===== config.mk =====
export PLATFORM = sky130hd
export DESIGN_NAME = temp_result_registers
export DESIGN_NICKNAME = d
export VERILOG_FILES = /design/src/include/temp_result_pkg.sv /design/src/temp_sample_averager.sv /design/src/temp_result_registers.sv
export SDC_FILE = /design/constraint.sdc
export NUM_CORES = 1
export LEC_CHECK = 0
export ABC_AREA = 0
export ABC_CLOCK_PERIOD_IN_PS = 6500
export BUFFER_PORTS_ARGS = -buffer_cell sky130_fd_sc_hd__buf_2
export CAP_MARGIN = 40
export CORE_ASPECT_RATIO = 1.75
export CORE_MARGIN = 3
export CORE_UTILIZATION = 45
export CTS_BUF_LIST = sky130_fd_sc_hd__clkbuf_4 sky130_fd_sc_hd__clkbuf_8 sky130_fd_sc_hd__clkbuf_16
export DETAILED_ROUTE_END_ITERATION = 7
export SLEW_MARGIN = 30
export SYNTH_ARGS = -nofsm -noshare
export SYNTH_HDL_FRONTEND = slang
export SYNTH_SLANG_ARGS = --single-unit

===== constraint.sdc =====
create_clock -name sys_clk -period 6.5 [get_ports sys_clk]
set_input_delay 0.975 -clock sys_clk [delete_from_list [all_inputs] [get_ports sys_clk]]
set_output_delay 0.975 -clock sys_clk [all_outputs]
set_load 0.05 [all_outputs]

===== src/include/temp_result_pkg.sv =====
// Purpose: Shared constants of the temperature result register logic.
// Assumes: Byte-level bus engine in front; converter delivers quarter-degree samples.
// Notes: Offsets are register addresses as seen through the address pointer.
package temp_result_pkg;

  // ----------------------------------------------------------------
  // Register addresses
  // ----------------------------------------------------------------
  localparam logic [7:0] ADDR_LOCAL_RESULT = 8'h00;
  localparam logic [7:0] ADDR_REMOTE_INTEGER = 8'h01;
  localparam logic [7:0] ADDR_REMOTE_FRACTION = 8'h10;
  localparam logic [7:0] ADDR_CONFIG_READ = 8'h03;
  localparam logic [7:0] ADDR_CONFIG_WRITE = 8'h09;
  localparam logic [7:0] ADDR_RATE_READ = 8'h04;
  localparam logic [7:0] ADDR_RATE_WRITE = 8'h0a;
  localparam int REGISTER_COUNT = 22;

  // ----------------------------------------------------------------
  // Reset values
  // ----------------------------------------------------------------
  localparam logic [7:0] RESET_RESULT = 8'h00;
  localparam logic [7:0] RESET_POINTER = 8'h00;
  localparam logic [7:0] RESET_CONFIG = 8'h00;
  localparam logic [7:0] RESET_RATE = 8'h08;

  // ----------------------------------------------------------------
  // Field positions
  // ----------------------------------------------------------------
  localparam int CONFIG_RANGE_BIT = 2;
  localparam logic [7:0] CONFIG_USED_MASK = 8'he4;
  localparam logic [7:0] RATE_USED_MASK = 8'h0f;
  localparam int FRACTION_TOP_BIT = 7;
  localparam int FRACTION_LOW_BIT = 6;

  // ----------------------------------------------------------------
  // Conversion and coding
  // ----------------------------------------------------------------
  localparam int AVERAGE_COUNT = 16;
  localparam logic [3:0] FIRST_FAST_RATE = 4'h8;
  localparam int SAMPLE_WIDTH = 12;
  localparam logic signed [11:0] EXTENDED_OFFSET_Q = 12'sh100;
  localparam logic signed [11:0] BINARY_MAX_Q = 12'sh1fc;
  localparam logic signed [11:0] EXTENDED_MAX_Q = 12'sh3ff;

endpackage


===== src/temp_sample_averager.sv =====
// Purpose: Averages a fixed number of samples or passes them straight on.
// Assumes: Samples are signed quarter degrees; count is a power of two.
// Notes: A change of averaging mode restarts the running sum.
`timescale 1ns/1ns
module temp_sample_averager #(
  parameter int WIDTH = temp_result_pkg::SAMPLE_WIDTH,
  parameter int COUNT = temp_result_pkg::AVERAGE_COUNT
)
(
  input wire logic sys_clk,
  input wire logic reset_n,
  input wire logic average_enable,
  input wire logic sample_valid,
  input wire logic signed [WIDTH-1:0] sample,
  output logic result_valid,
  output logic signed [WIDTH-1:0] result
);

  localparam int SHIFT = $clog2(COUNT);

  initial
  begin
    if (COUNT < 2 || (1 << SHIFT) != COUNT || WIDTH < 4)
      $error("averager count must be a power of two, width at least 4");
  end

  logic signed [WIDTH+SHIFT-1:0] sum;
  logic [SHIFT-1:0] taken;
  logic mode_seen;
  logic signed [WIDTH+SHIFT-1:0] next_sum;

  assign next_sum = sum + (WIDTH+SHIFT)'(sample);

  // ----------------------------------------------------------------
  // Running sum
  // ----------------------------------------------------------------
  always_ff @(posedge sys_clk or negedge reset_n)
  begin
    if (!reset_n)
    begin
      sum <= '0;
      taken <= '0;
      mode_seen <= 1'b0;
    end
    else
    begin
      mode_seen <= average_enable;
      if (mode_seen != average_enable)
      begin
        sum <= '0;
        taken <= '0;
      end
      else if (sample_valid && average_enable)
      begin
        if (taken == SHIFT'(COUNT - 1))
          sum <= '0;
        else
          sum <= next_sum;
        taken <= taken + 1'b1;
      end
    end
  end

  // ----------------------------------------------------------------
  // Result
  // ----------------------------------------------------------------
  always_ff @(posedge sys_clk or negedge reset_n)
  begin
    if (!reset_n)
    begin
      result_valid <= 1'b0;
      result <= '0;
    end
    else
    begin
      result_valid <= 1'b0;
      if (mode_seen == average_enable && sample_valid)
      begin
        if (!average_enable)
        begin
          result_valid <= 1'b1;
          result <= sample;
        end
        else if (taken == SHIFT'(COUNT - 1))
        begin
          result_valid <= 1'b1;
          result <= WIDTH'(next_sum >>> SHIFT);
        end
      end
    end
  end

endmodule


===== src/temp_result_registers.sv =====
// Purpose: Result registers, coding, remote integer lock from the cycle after a fraction read, and address pointer.
// Assumes: Bus engine gives one-cycle strobes per byte; converter gives samples.
// Notes: Limit comparison, status and alert live elsewhere.
`timescale 1ns/1ns
module temp_result_registers #(
  parameter int WIDTH = temp_result_pkg::SAMPLE_WIDTH,
  parameter int AVG_COUNT = temp_result_pkg::AVERAGE_COUNT
)
(
  input wire logic sys_clk,
  input wire logic reset_n,
  input wire logic pointer_write,
  input wire logic data_write,
  input wire logic [7:0] write_byte,
  input wire logic read_request,
  output logic [7:0] read_byte,
  output logic read_valid,
  input wire logic sample_valid,
  input wire logic sample_remote,
  input wire logic signed [WIDTH-1:0] sample_value,
  input wire logic remote_short,
  output logic extended_range,
  output logic [7:0] address_pointer,
  output logic remote_locked
);

  initial
  begin
    if (WIDTH < 12)
      $error("sample width must hold the extended span in quarter degrees");
  end

  logic [7:0] local_temperature_result;
  logic [7:0] remote_temperature_integer;
  logic [7:0] remote_temperature_fraction;
  logic [7:0] config_value;
  logic [7:0] rate_value;
  logic average_enable;
  logic local_valid;
  logic remote_valid;
  logic signed [WIDTH-1:0] local_average;
  logic signed [WIDTH-1:0] remote_average;
  logic [9:0] local_code;
  logic [9:0] remote_code;
  logic [7:0] next_read_byte;

  // ----------------------------------------------------------------
  // Averaging
  // ----------------------------------------------------------------
  assign average_enable = rate_value[3:0] < temp_result_pkg::FIRST_FAST_RATE;

  temp_sample_averager #(
    .WIDTH(WIDTH),
    .COUNT(AVG_COUNT)
  ) local_averager (
    .sys_clk(sys_clk),
    .reset_n(reset_n),
    .average_enable(average_enable),
    .sample_valid(sample_valid && !sample_remote),
    .sample(sample_value),
    .result_valid(local_valid),
    .result(local_average)
  );

  temp_sample_averager #(
    .WIDTH(WIDTH),
    .COUNT(AVG_COUNT)
  ) remote_averager (
    .sys_clk(sys_clk),
    .reset_n(reset_n),
    .average_enable(average_enable),
    .sample_valid(sample_valid && sample_remote),
    .sample(sample_value),
    .result_valid(remote_valid),
    .result(remote_average)
  );

  // ----------------------------------------------------------------
  // Coding: quarter degrees to a 10-bit code, integer in the top 8
  // ----------------------------------------------------------------
  function automatic logic [9:0] encode(input logic signed [WIDTH-1:0] q, input logic ext);
    logic signed [WIDTH-1:0] shifted;
    logic [9:0] code;
    shifted = '0;
    code = '0;
    if (ext)
    begin
      shifted = q + WIDTH'(temp_result_pkg::EXTENDED_OFFSET_Q);
      if (shifted < 0)
        code = '0;
      else if (shifted > WIDTH'(temp_result_pkg::EXTENDED_MAX_Q))
        code = 10'h3ff;
      else
        code = shifted[9:0];
    end
    else
    begin
      if (q < 0)
        code = '0;
      else if (q > WIDTH'(temp_result_pkg::BINARY_MAX_Q))
        code = 10'(temp_result_pkg::BINARY_MAX_Q);
      else
        code = q[9:0];
    end
    return code;
  endfunction

  // Live range bit: the result after a switch is coded the new way
  assign local_code = encode(local_average, extended_range);
  assign remote_code = encode(remote_average, extended_range);

  // ----------------------------------------------------------------
  // Address pointer
  // ----------------------------------------------------------------
  always_ff @(posedge sys_clk or negedge reset_n)
  begin
    if (!reset_n)
      address_pointer <= temp_result_pkg::RESET_POINTER;
    else if (pointer_write)
      address_pointer <= write_byte;
    // Otherwise held across transactions
  end

  // ----------------------------------------------------------------
  // Configuration and rate registers
  // ----------------------------------------------------------------
  always_ff @(posedge sys_clk or negedge reset_n)
  begin
    if (!reset_n)
    begin
      config_value <= temp_result_pkg::RESET_CONFIG;
      rate_value <= temp_result_pkg::RESET_RATE;
    end
    else if (data_write)
    begin
      // Only these two take writes; limit values are never rewritten here
      if (address_pointer == temp_result_pkg::ADDR_CONFIG_WRITE)
        config_value <= write_byte & temp_result_pkg::CONFIG_USED_MASK;
      else if (address_pointer == temp_result_pkg::ADDR_RATE_WRITE)
        rate_value <= write_byte & temp_result_pkg::RATE_USED_MASK;
    end
  end

  always_ff @(posedge sys_clk or negedge reset_n)
  begin
    if (!reset_n)
      extended_range <= 1'b0;
    else if (data_write && address_pointer == temp_result_pkg::ADDR_CONFIG_WRITE)
      extended_range <= write_byte[temp_result_pkg::CONFIG_RANGE_BIT];
  end

  // ----------------------------------------------------------------
  // Remote integer lock, set the cycle after a fraction read
  // ----------------------------------------------------------------
  always_ff @(posedge sys_clk or negedge reset_n)
  begin
    if (!reset_n)
      remote_locked <= 1'b0;
    else if (read_request && address_pointer == temp_result_pkg::ADDR_REMOTE_INTEGER)
      remote_locked <= 1'b0;
    else if (read_request && address_pointer == temp_result_pkg::ADDR_REMOTE_FRACTION)
      remote_locked <= 1'b1;
  end

  // ----------------------------------------------------------------
  // Result registers, written by the converter only
  // ----------------------------------------------------------------
  always_ff @(posedge sys_clk or negedge reset_n)
  begin
    if (!reset_n)
      local_temperature_result <= temp_result_pkg::RESET_RESULT;
    else if (local_valid)
      local_temperature_result <= local_code[9:2];
  end

  always_ff @(posedge sys_clk or negedge reset_n)
  begin
    if (!reset_n)
    begin
      remote_temperature_integer <= temp_result_pkg::RESET_RESULT;
      remote_temperature_fraction <= temp_result_pkg::RESET_RESULT;
    end
    else if (remote_valid && !remote_short)
    begin
      if (!remote_locked)
        remote_temperature_integer <= remote_code[9:2];
      remote_temperature_fraction <= {remote_code[1:0], 6'h00};
    end
  end

  // ----------------------------------------------------------------
  // Read path
  // ----------------------------------------------------------------
  always_comb
  begin
    next_read_byte = 8'h00;
    unique case (address_pointer)
      temp_result_pkg::ADDR_LOCAL_RESULT: next_read_byte = local_temperature_result;
      temp_result_pkg::ADDR_REMOTE_INTEGER: next_read_byte = remote_temperature_integer;
      temp_result_pkg::ADDR_REMOTE_FRACTION: next_read_byte = remote_temperature_fraction;
      temp_result_pkg::ADDR_CONFIG_READ: next_read_byte = config_value;
      temp_result_pkg::ADDR_RATE_READ: next_read_byte = rate_value;
      default: next_read_byte = 8'h00;
    endcase
  end

  always_ff @(posedge sys_clk or negedge reset_n)
  begin
    if (!reset_n)
    begin
      read_byte <= 8'h00;
      read_valid <= 1'b0;
    end
    else
    begin
      read_valid <= read_request;
      if (read_request)
        read_byte <= next_read_byte;
    end
  end

endmodule


======== After elaboration in Yosys (flattened, before gate mapping) ========
Index checks and enable logic that the tools add are counted.
cells by class
  $add $sub $neg .......................... 6
  $lt $le $gt $ge ......................... 9
  eq/ne operators ......................... 12
  mux-type cells .......................... 33
  bitwise operators ....................... 2
  reductions and logical operators ........ 21
operators with widths
  kind                    count
  $mux 10                 10
  $mux 16                 6
  $lt 12x1->1 const B     4
  $mux 12                 4
  $pmux 8 s5              1
  $add 16x12->16          2
  $add 12x10->12 const B  2
  $gt 12x10->1 const B    2
  $gt 12x11->1 const B    2
  $eq 8x4->1 const B      2
  $mux 4                  4
  $logic_and 1x1->1       10
  $add 4x1->4 const B     2
  $eq 4x4->1 const B      2
  $eq 8x1->1 const B      1
  $eq 8x2->1 const B      1
  $eq 8x3->1 const B      1
  $eq 8x5->1 const B      1
  $logic_not 8->1         1
  $mux 1                  8
  $reduce_and 2->1        4
  $reduce_bool 2->1       3
  $lt 4x4->1 const B      1
  $reduce_and 3->1        1
  other kinds (6)         8
word-level totals
  flip-flop bits (word level) ............. 112
  input bits .............................. 28
  output and inout bits ................... 19
  logic and storage cells ................. 102

======== Depth between registers and ports, before layout ========
  word-level depth ........................ 5
  mapped depth ............................ 10
  mapped depth without buffers ............ 10

======== Cells and area by module ========
From an unflattened synthesis, not the netlist that was laid out.
unflattened totals
  cell total of the unflattened synthesis .. 753
  area total of the unflattened synthesis .. 6,942.9 µm²
modules (own cells, without submodules)
  module                 instances  cells each  area each (µm²)
  temp_sample_averager   2          243         2,212.1
  temp_result_registers  1          267         2,518.7

======== Worst setup path after synthesis ========
OpenSTA, ideal clock, no wires.
  path kind ............................... input -> register
  start ................................... input sample_value[0]
  end ..................................... register local_averager.result[10]
  arrival ................................. 3.032 ns
  required time ........................... 6.381 ns
  path slack .............................. 3.350 ns
  stages .................................. 10
  path through ............................ ha_1 > fa_1 > a21o_1 > a41oi_1 > o21ai_0 > o41a_1 > a31oi_1 > xor2_1 > o211ai_1 > o21a_1
between the ends
  word-level cells in the longest chain between the ends .. 3
ends and longest elaborated chain
  what                  RTL line                     text
  from (decl)           temp_result_registers.sv:20  input wire logic signed [WIDTH-1:0] sample_value,
  $add 16x12->16        temp_sample_averager.sv:32   assign next_sum = sum + (WIDTH+SHIFT)'(sample);
  $mux 12               temp_sample_averager.sv:84   else if (taken == SHIFT'(COUNT - 1))
  $mux 12               temp_sample_averager.sv:79   if (!average_enable)
  to (signal assigned)  temp_sample_averager.sv:82   result <= sample;
  to (signal assigned)  temp_sample_averager.sv:87   result <= WIDTH'(next_sum >>> SHIFT);
  to (decl)             temp_sample_averager.sv:16   output logic signed [WIDTH-1:0] result
Every way passes these cells. The select of a mux whose other input is x is not followed.
A chain may end at the register's enable or synchronous reset.

======== Worst setup path in the final report ========
  start ................................... register rate_value[3]
  end ..................................... register local_averager.result[6]
between the ends
  word-level cells in the longest chain between the ends .. 4
  elaborated cells between the ends (all ways) .. 6
  those cells by class .................... order compare: 1; eq/ne: 2; mux: 1; reduce/logical: 2
ends and longest elaborated chain
  what                               RTL line                      text
  from (decl)                        temp_result_registers.sv:37   logic [7:0] rate_value;
  from (signal assigned)             temp_result_registers.sv:132  rate_value <= temp_result_pkg::RESET_RATE;
  from (signal assigned)             temp_result_registers.sv:140  rate_value <= write_byte & temp_result_pkg::RATE_USED_MASK;
  $lt 4x4->1 (*)                     temp_result_registers.sv:50   assign average_enable = rate_value[3:0] < temp_result_pkg::FIRST_FAST_RATE;
  $eq 1x1->1                         temp_sample_averager.sv:77    if (mode_seen == average_enable && sample_valid)
  $logic_and 1x1->1                  temp_sample_averager.sv:77
  $reduce_and 2->1 (no source line)  --
Mark *: on every way between the ends. The rest lies on a longest branch, timed or not.

==> flow_metrics.py <==
metrics = {
    "floorplan": {
        "start_util": 0.468,
        "die_h_um": 163,
        "io_pins": 47,
        "die_w_um": 95.9,
        "core_um2": 13600,
        "num_rows": 56,
        "die-area_um2": 15700,
    },
    "critical_path": {
        "regToRegStartpoint": "rate_value[3]$_DFFE_PN1P_",
        "rr_worst_depth": 6,
        "path_class": "reg2reg",
        "worst-endpoint-arrival_ns": 3.44,
        "worstPathMaxFanout": 22,
        "reg2reg_setup_slack_ns": 3.31,
        "crit_required_ns": 6.75,
        "crit_path_end_kind": "register",
        "cp_slowest_cell": "inv_1",
        "r2r_end": "local_averager.result[6]$_DFFE_PN0P_",
        "crit_chain": "inv_1, nand2_1, o21ai_0, nand2_1, inv_1, mux2_2",
        "start_kind": "register",
        "max_stage_delay_ns": 0.65,
    },
    "grt": {
        "gr-total-overflow": 0,
        "first_global_vias": 5148,
        "grt_pass1_wl_mm": 25.6,
        "antenna_found_initial": 0,
        "grt_max_degree": 85,
        "grt_usage": 0.213,
    },
    "placed_design": {
        "place_ws_ns": 3.01,
        "placed_area_um2": 6750,
        "portBuffers": 46,
        "place_inst": 862,
        "place_congestion": 0.866,
        "hpwl_mm": 12.2,
    },
    "clock_network": {
        "cts.clk_slew.worst_paths_ns": 0.08,
        "cts_hold_buf": 0,
        "post_cts_buffers": 0,
        "cts_tree": "done",
        "cts_resized": 0,
        "clock_latency_ns": 0.36,
        "cts_buffers": 9,
        "clk_path_buf_depth": 2,
        "htreeDepth": 3,
        "root_buffer": "clkbuf_16",
        "cts_sinks": 111,
    },
    "sta": {
        "hold_ws_ns": 0.479,
        "fin_ws_ns": 3.31,
        "hold_viol": 0,
        "finalSetupTns_ns": 0,
        "tightest_slew_ns": 0.785,
        "maxSlewViolCount": 0,
        "relSlewSlack": 0.476,
        "setup-violations-final": 0,
        "rsz0062_at_grt": "no",
        "finalWorstPathRequiredPeriod_ns": 3.19,
        "fin_skew_ns": 0.0102,
        "timing.fmax_mhz": 314,
        "period_share": 0.490,
    },
    "drt": {
        "drtAntennaViolNets": 0,
        "post_drt_via_cell_ratio": 5.76,
        "vias": 5072,
        "drc": 0,
        "dr.pass1.iters": 4,
        "routedWlPerCell_um": 18.1,
        "wl_mm": 15.9,
        "first_iter_violations": 208,
    },
    "layout": {
        "fin_cells": 881,
        "area_delta_synth_final_pct": 11.4,
        "nFillCells": 1307,
        "fin_area_um2": 7090,
        "n_antenna_cell": 0,
        "layout.nets": 770,
        "drive_above_1_share": 0.134,
        "utilization": 0.521,
    },
    "synth": {
        "synth_common_cells": "dfrtp_1 (110), nand2_1 (70), nor2_1 (52)",
        "synth_top_cell_by_area": "dfrtp_1",
        "synthFlopType": "dfrtp_1",
        "ys_seq_elements": 111,
        "synth_area_um2": 6360,
        "synth_cells": 664,
        "synth_top_area_frac": 0.433,
        "synth-seq-area-share": 0.437,
        "synth_warnings": 0,
        "synth_fp_nets": 732,
        "async_flop_share": 1.00,
        "synth-edff-count": 0,
        "synth_most_common_cell": "dfrtp_1",
        "syn_avg_cell_area_um2": 9.58,
        "synthTopCellsByArea": "dfrtp_1 (43%), ha_1 (7.5%), nand2_1 (4.1%)",
        "synth_cell_types": 59,
    },
    "hold_path": {
        "holdCritStartpoint": "local_averager.result[1]$_DFFE_PN0P_",
        "hold_class": "reg2reg",
        "min_to": "local_averager.result[1]$_DFFE_PN0P_",
        "worstHoldPathCells": 2,
    },
    "power_and_ir_drop": {
        "p_leak_nw": 3.26,
        "ir_drop_mv": 0.151,
        "total_power_mw": 1.98,
        "power_density_nw_per_um2": 279,
    },
    "flow_run": {
        "maxCapViolCount": 0,
    },
    "status": {
        "status": "finished clean",
    },
}
logic make-up (layout without fill, tap and decap cells):
group	Yosys count	count (layout)	synth area share
AOI/OAI and AO/OA	207	207	0.222
xor gates and xnor gates	36	36	0.0496
adders and majority gates	40	40	0.0810
buffers and inverters	55	98	0.0325
DFF	111	111	0.437
muxes	24	24	0.0407
and+or+nand+nor	191	191	0.137
per-layer routing:
metal  vias up  GRT usage  share of wire
met1      2433      0.234           0.39
met2       105      0.395           0.54
met4         0      0.104          0.038
li1       2509          -              -
met3        25     0.0244          0.032
met5         -          0              0
power breakdown:
group          switching [mW]  internal (mW)  leakage, nW
combinational           0.290          0.189         1.70
sequential              0.125          0.815         1.42
clock                   0.286          0.273        0.143
total                   0.701           1.28         3.26
worst max-delay path: cells and delay by family, from the launching register on:
kind	cells	cell delay [ns]
AO/OA/AOI/OAI	1	0.29
buffers and inverters	2	1.10
multiplexers	1	0.38
flip-flops	1	0.52
AND/OR/NAND/NOR	2	0.77
how the worst max path moves through the flow:
stage / start / endpoint / depth (start not counted) / slack (ns)
after global placement: sample_value[0] / local_averager.result[10]$_DFFE_PN0P_ / 11 / 3.04
after global routing: rate_value[3]$_DFFE_PN1P_ / local_averager.result[6]$_DFFE_PN0P_ / 6 / 2.95
after CTS: rate_value[3]$_DFFE_PN1P_ / local_averager.result[6]$_DFFE_PN0P_ / 6 / 3.25
after floorplan: sample_value[0] / local_averager.result[10]$_DFFE_PN0P_ / 10 / 3.35
after detailed placement: sample_value[0] / local_averager.result[10]$_DFFE_PN0P_ / 11 / 3.01
final: rate_value[3]$_DFFE_PN1P_ / local_averager.result[6]$_DFFE_PN0P_ / 6 / 3.31
sequential cells by signal (all words and copies together), names as in the netlist, 8 cells and up:
name / flops
address_pointer: 8
local_averager.result: 12
local_averager.sum: 16
local_temperature_result: 8
read_byte: 8
remote_averager.result: 12
remote_averager.sum: 16
remote_temperature_integer: 8
cell type report:
type	instances	area (um2)	area share
clock inverters	7	72.6	0.0102
flip-flops and latches	111	2780	0.392
inverters	29	109	0.0154
repair buffers	53	307	0.0433
multi-input cells	498	3380	0.476
clock buffers	9	225	0.0318
well taps	174	218	0.0307
layout by cell type (no fill, tap or decap), types with 9 or more instances in the layout:
cell / count
a21o_1: 14
a21oi_1: 38
a22o_1: 22
a31oi_1: 23
buf_2: 45
clkbuf_16: 9
dfrtp_1: 110
ha_1: 38
inv_1: 29
mux2_2: 15
mux2i_1: 9
nand2_1: 70
nand3_1: 24
nand4_1: 9
nor2_1: 52
o21ai_0: 48
xnor2_1: 28
No activity file was read; power rests on OpenSTA's default activity.
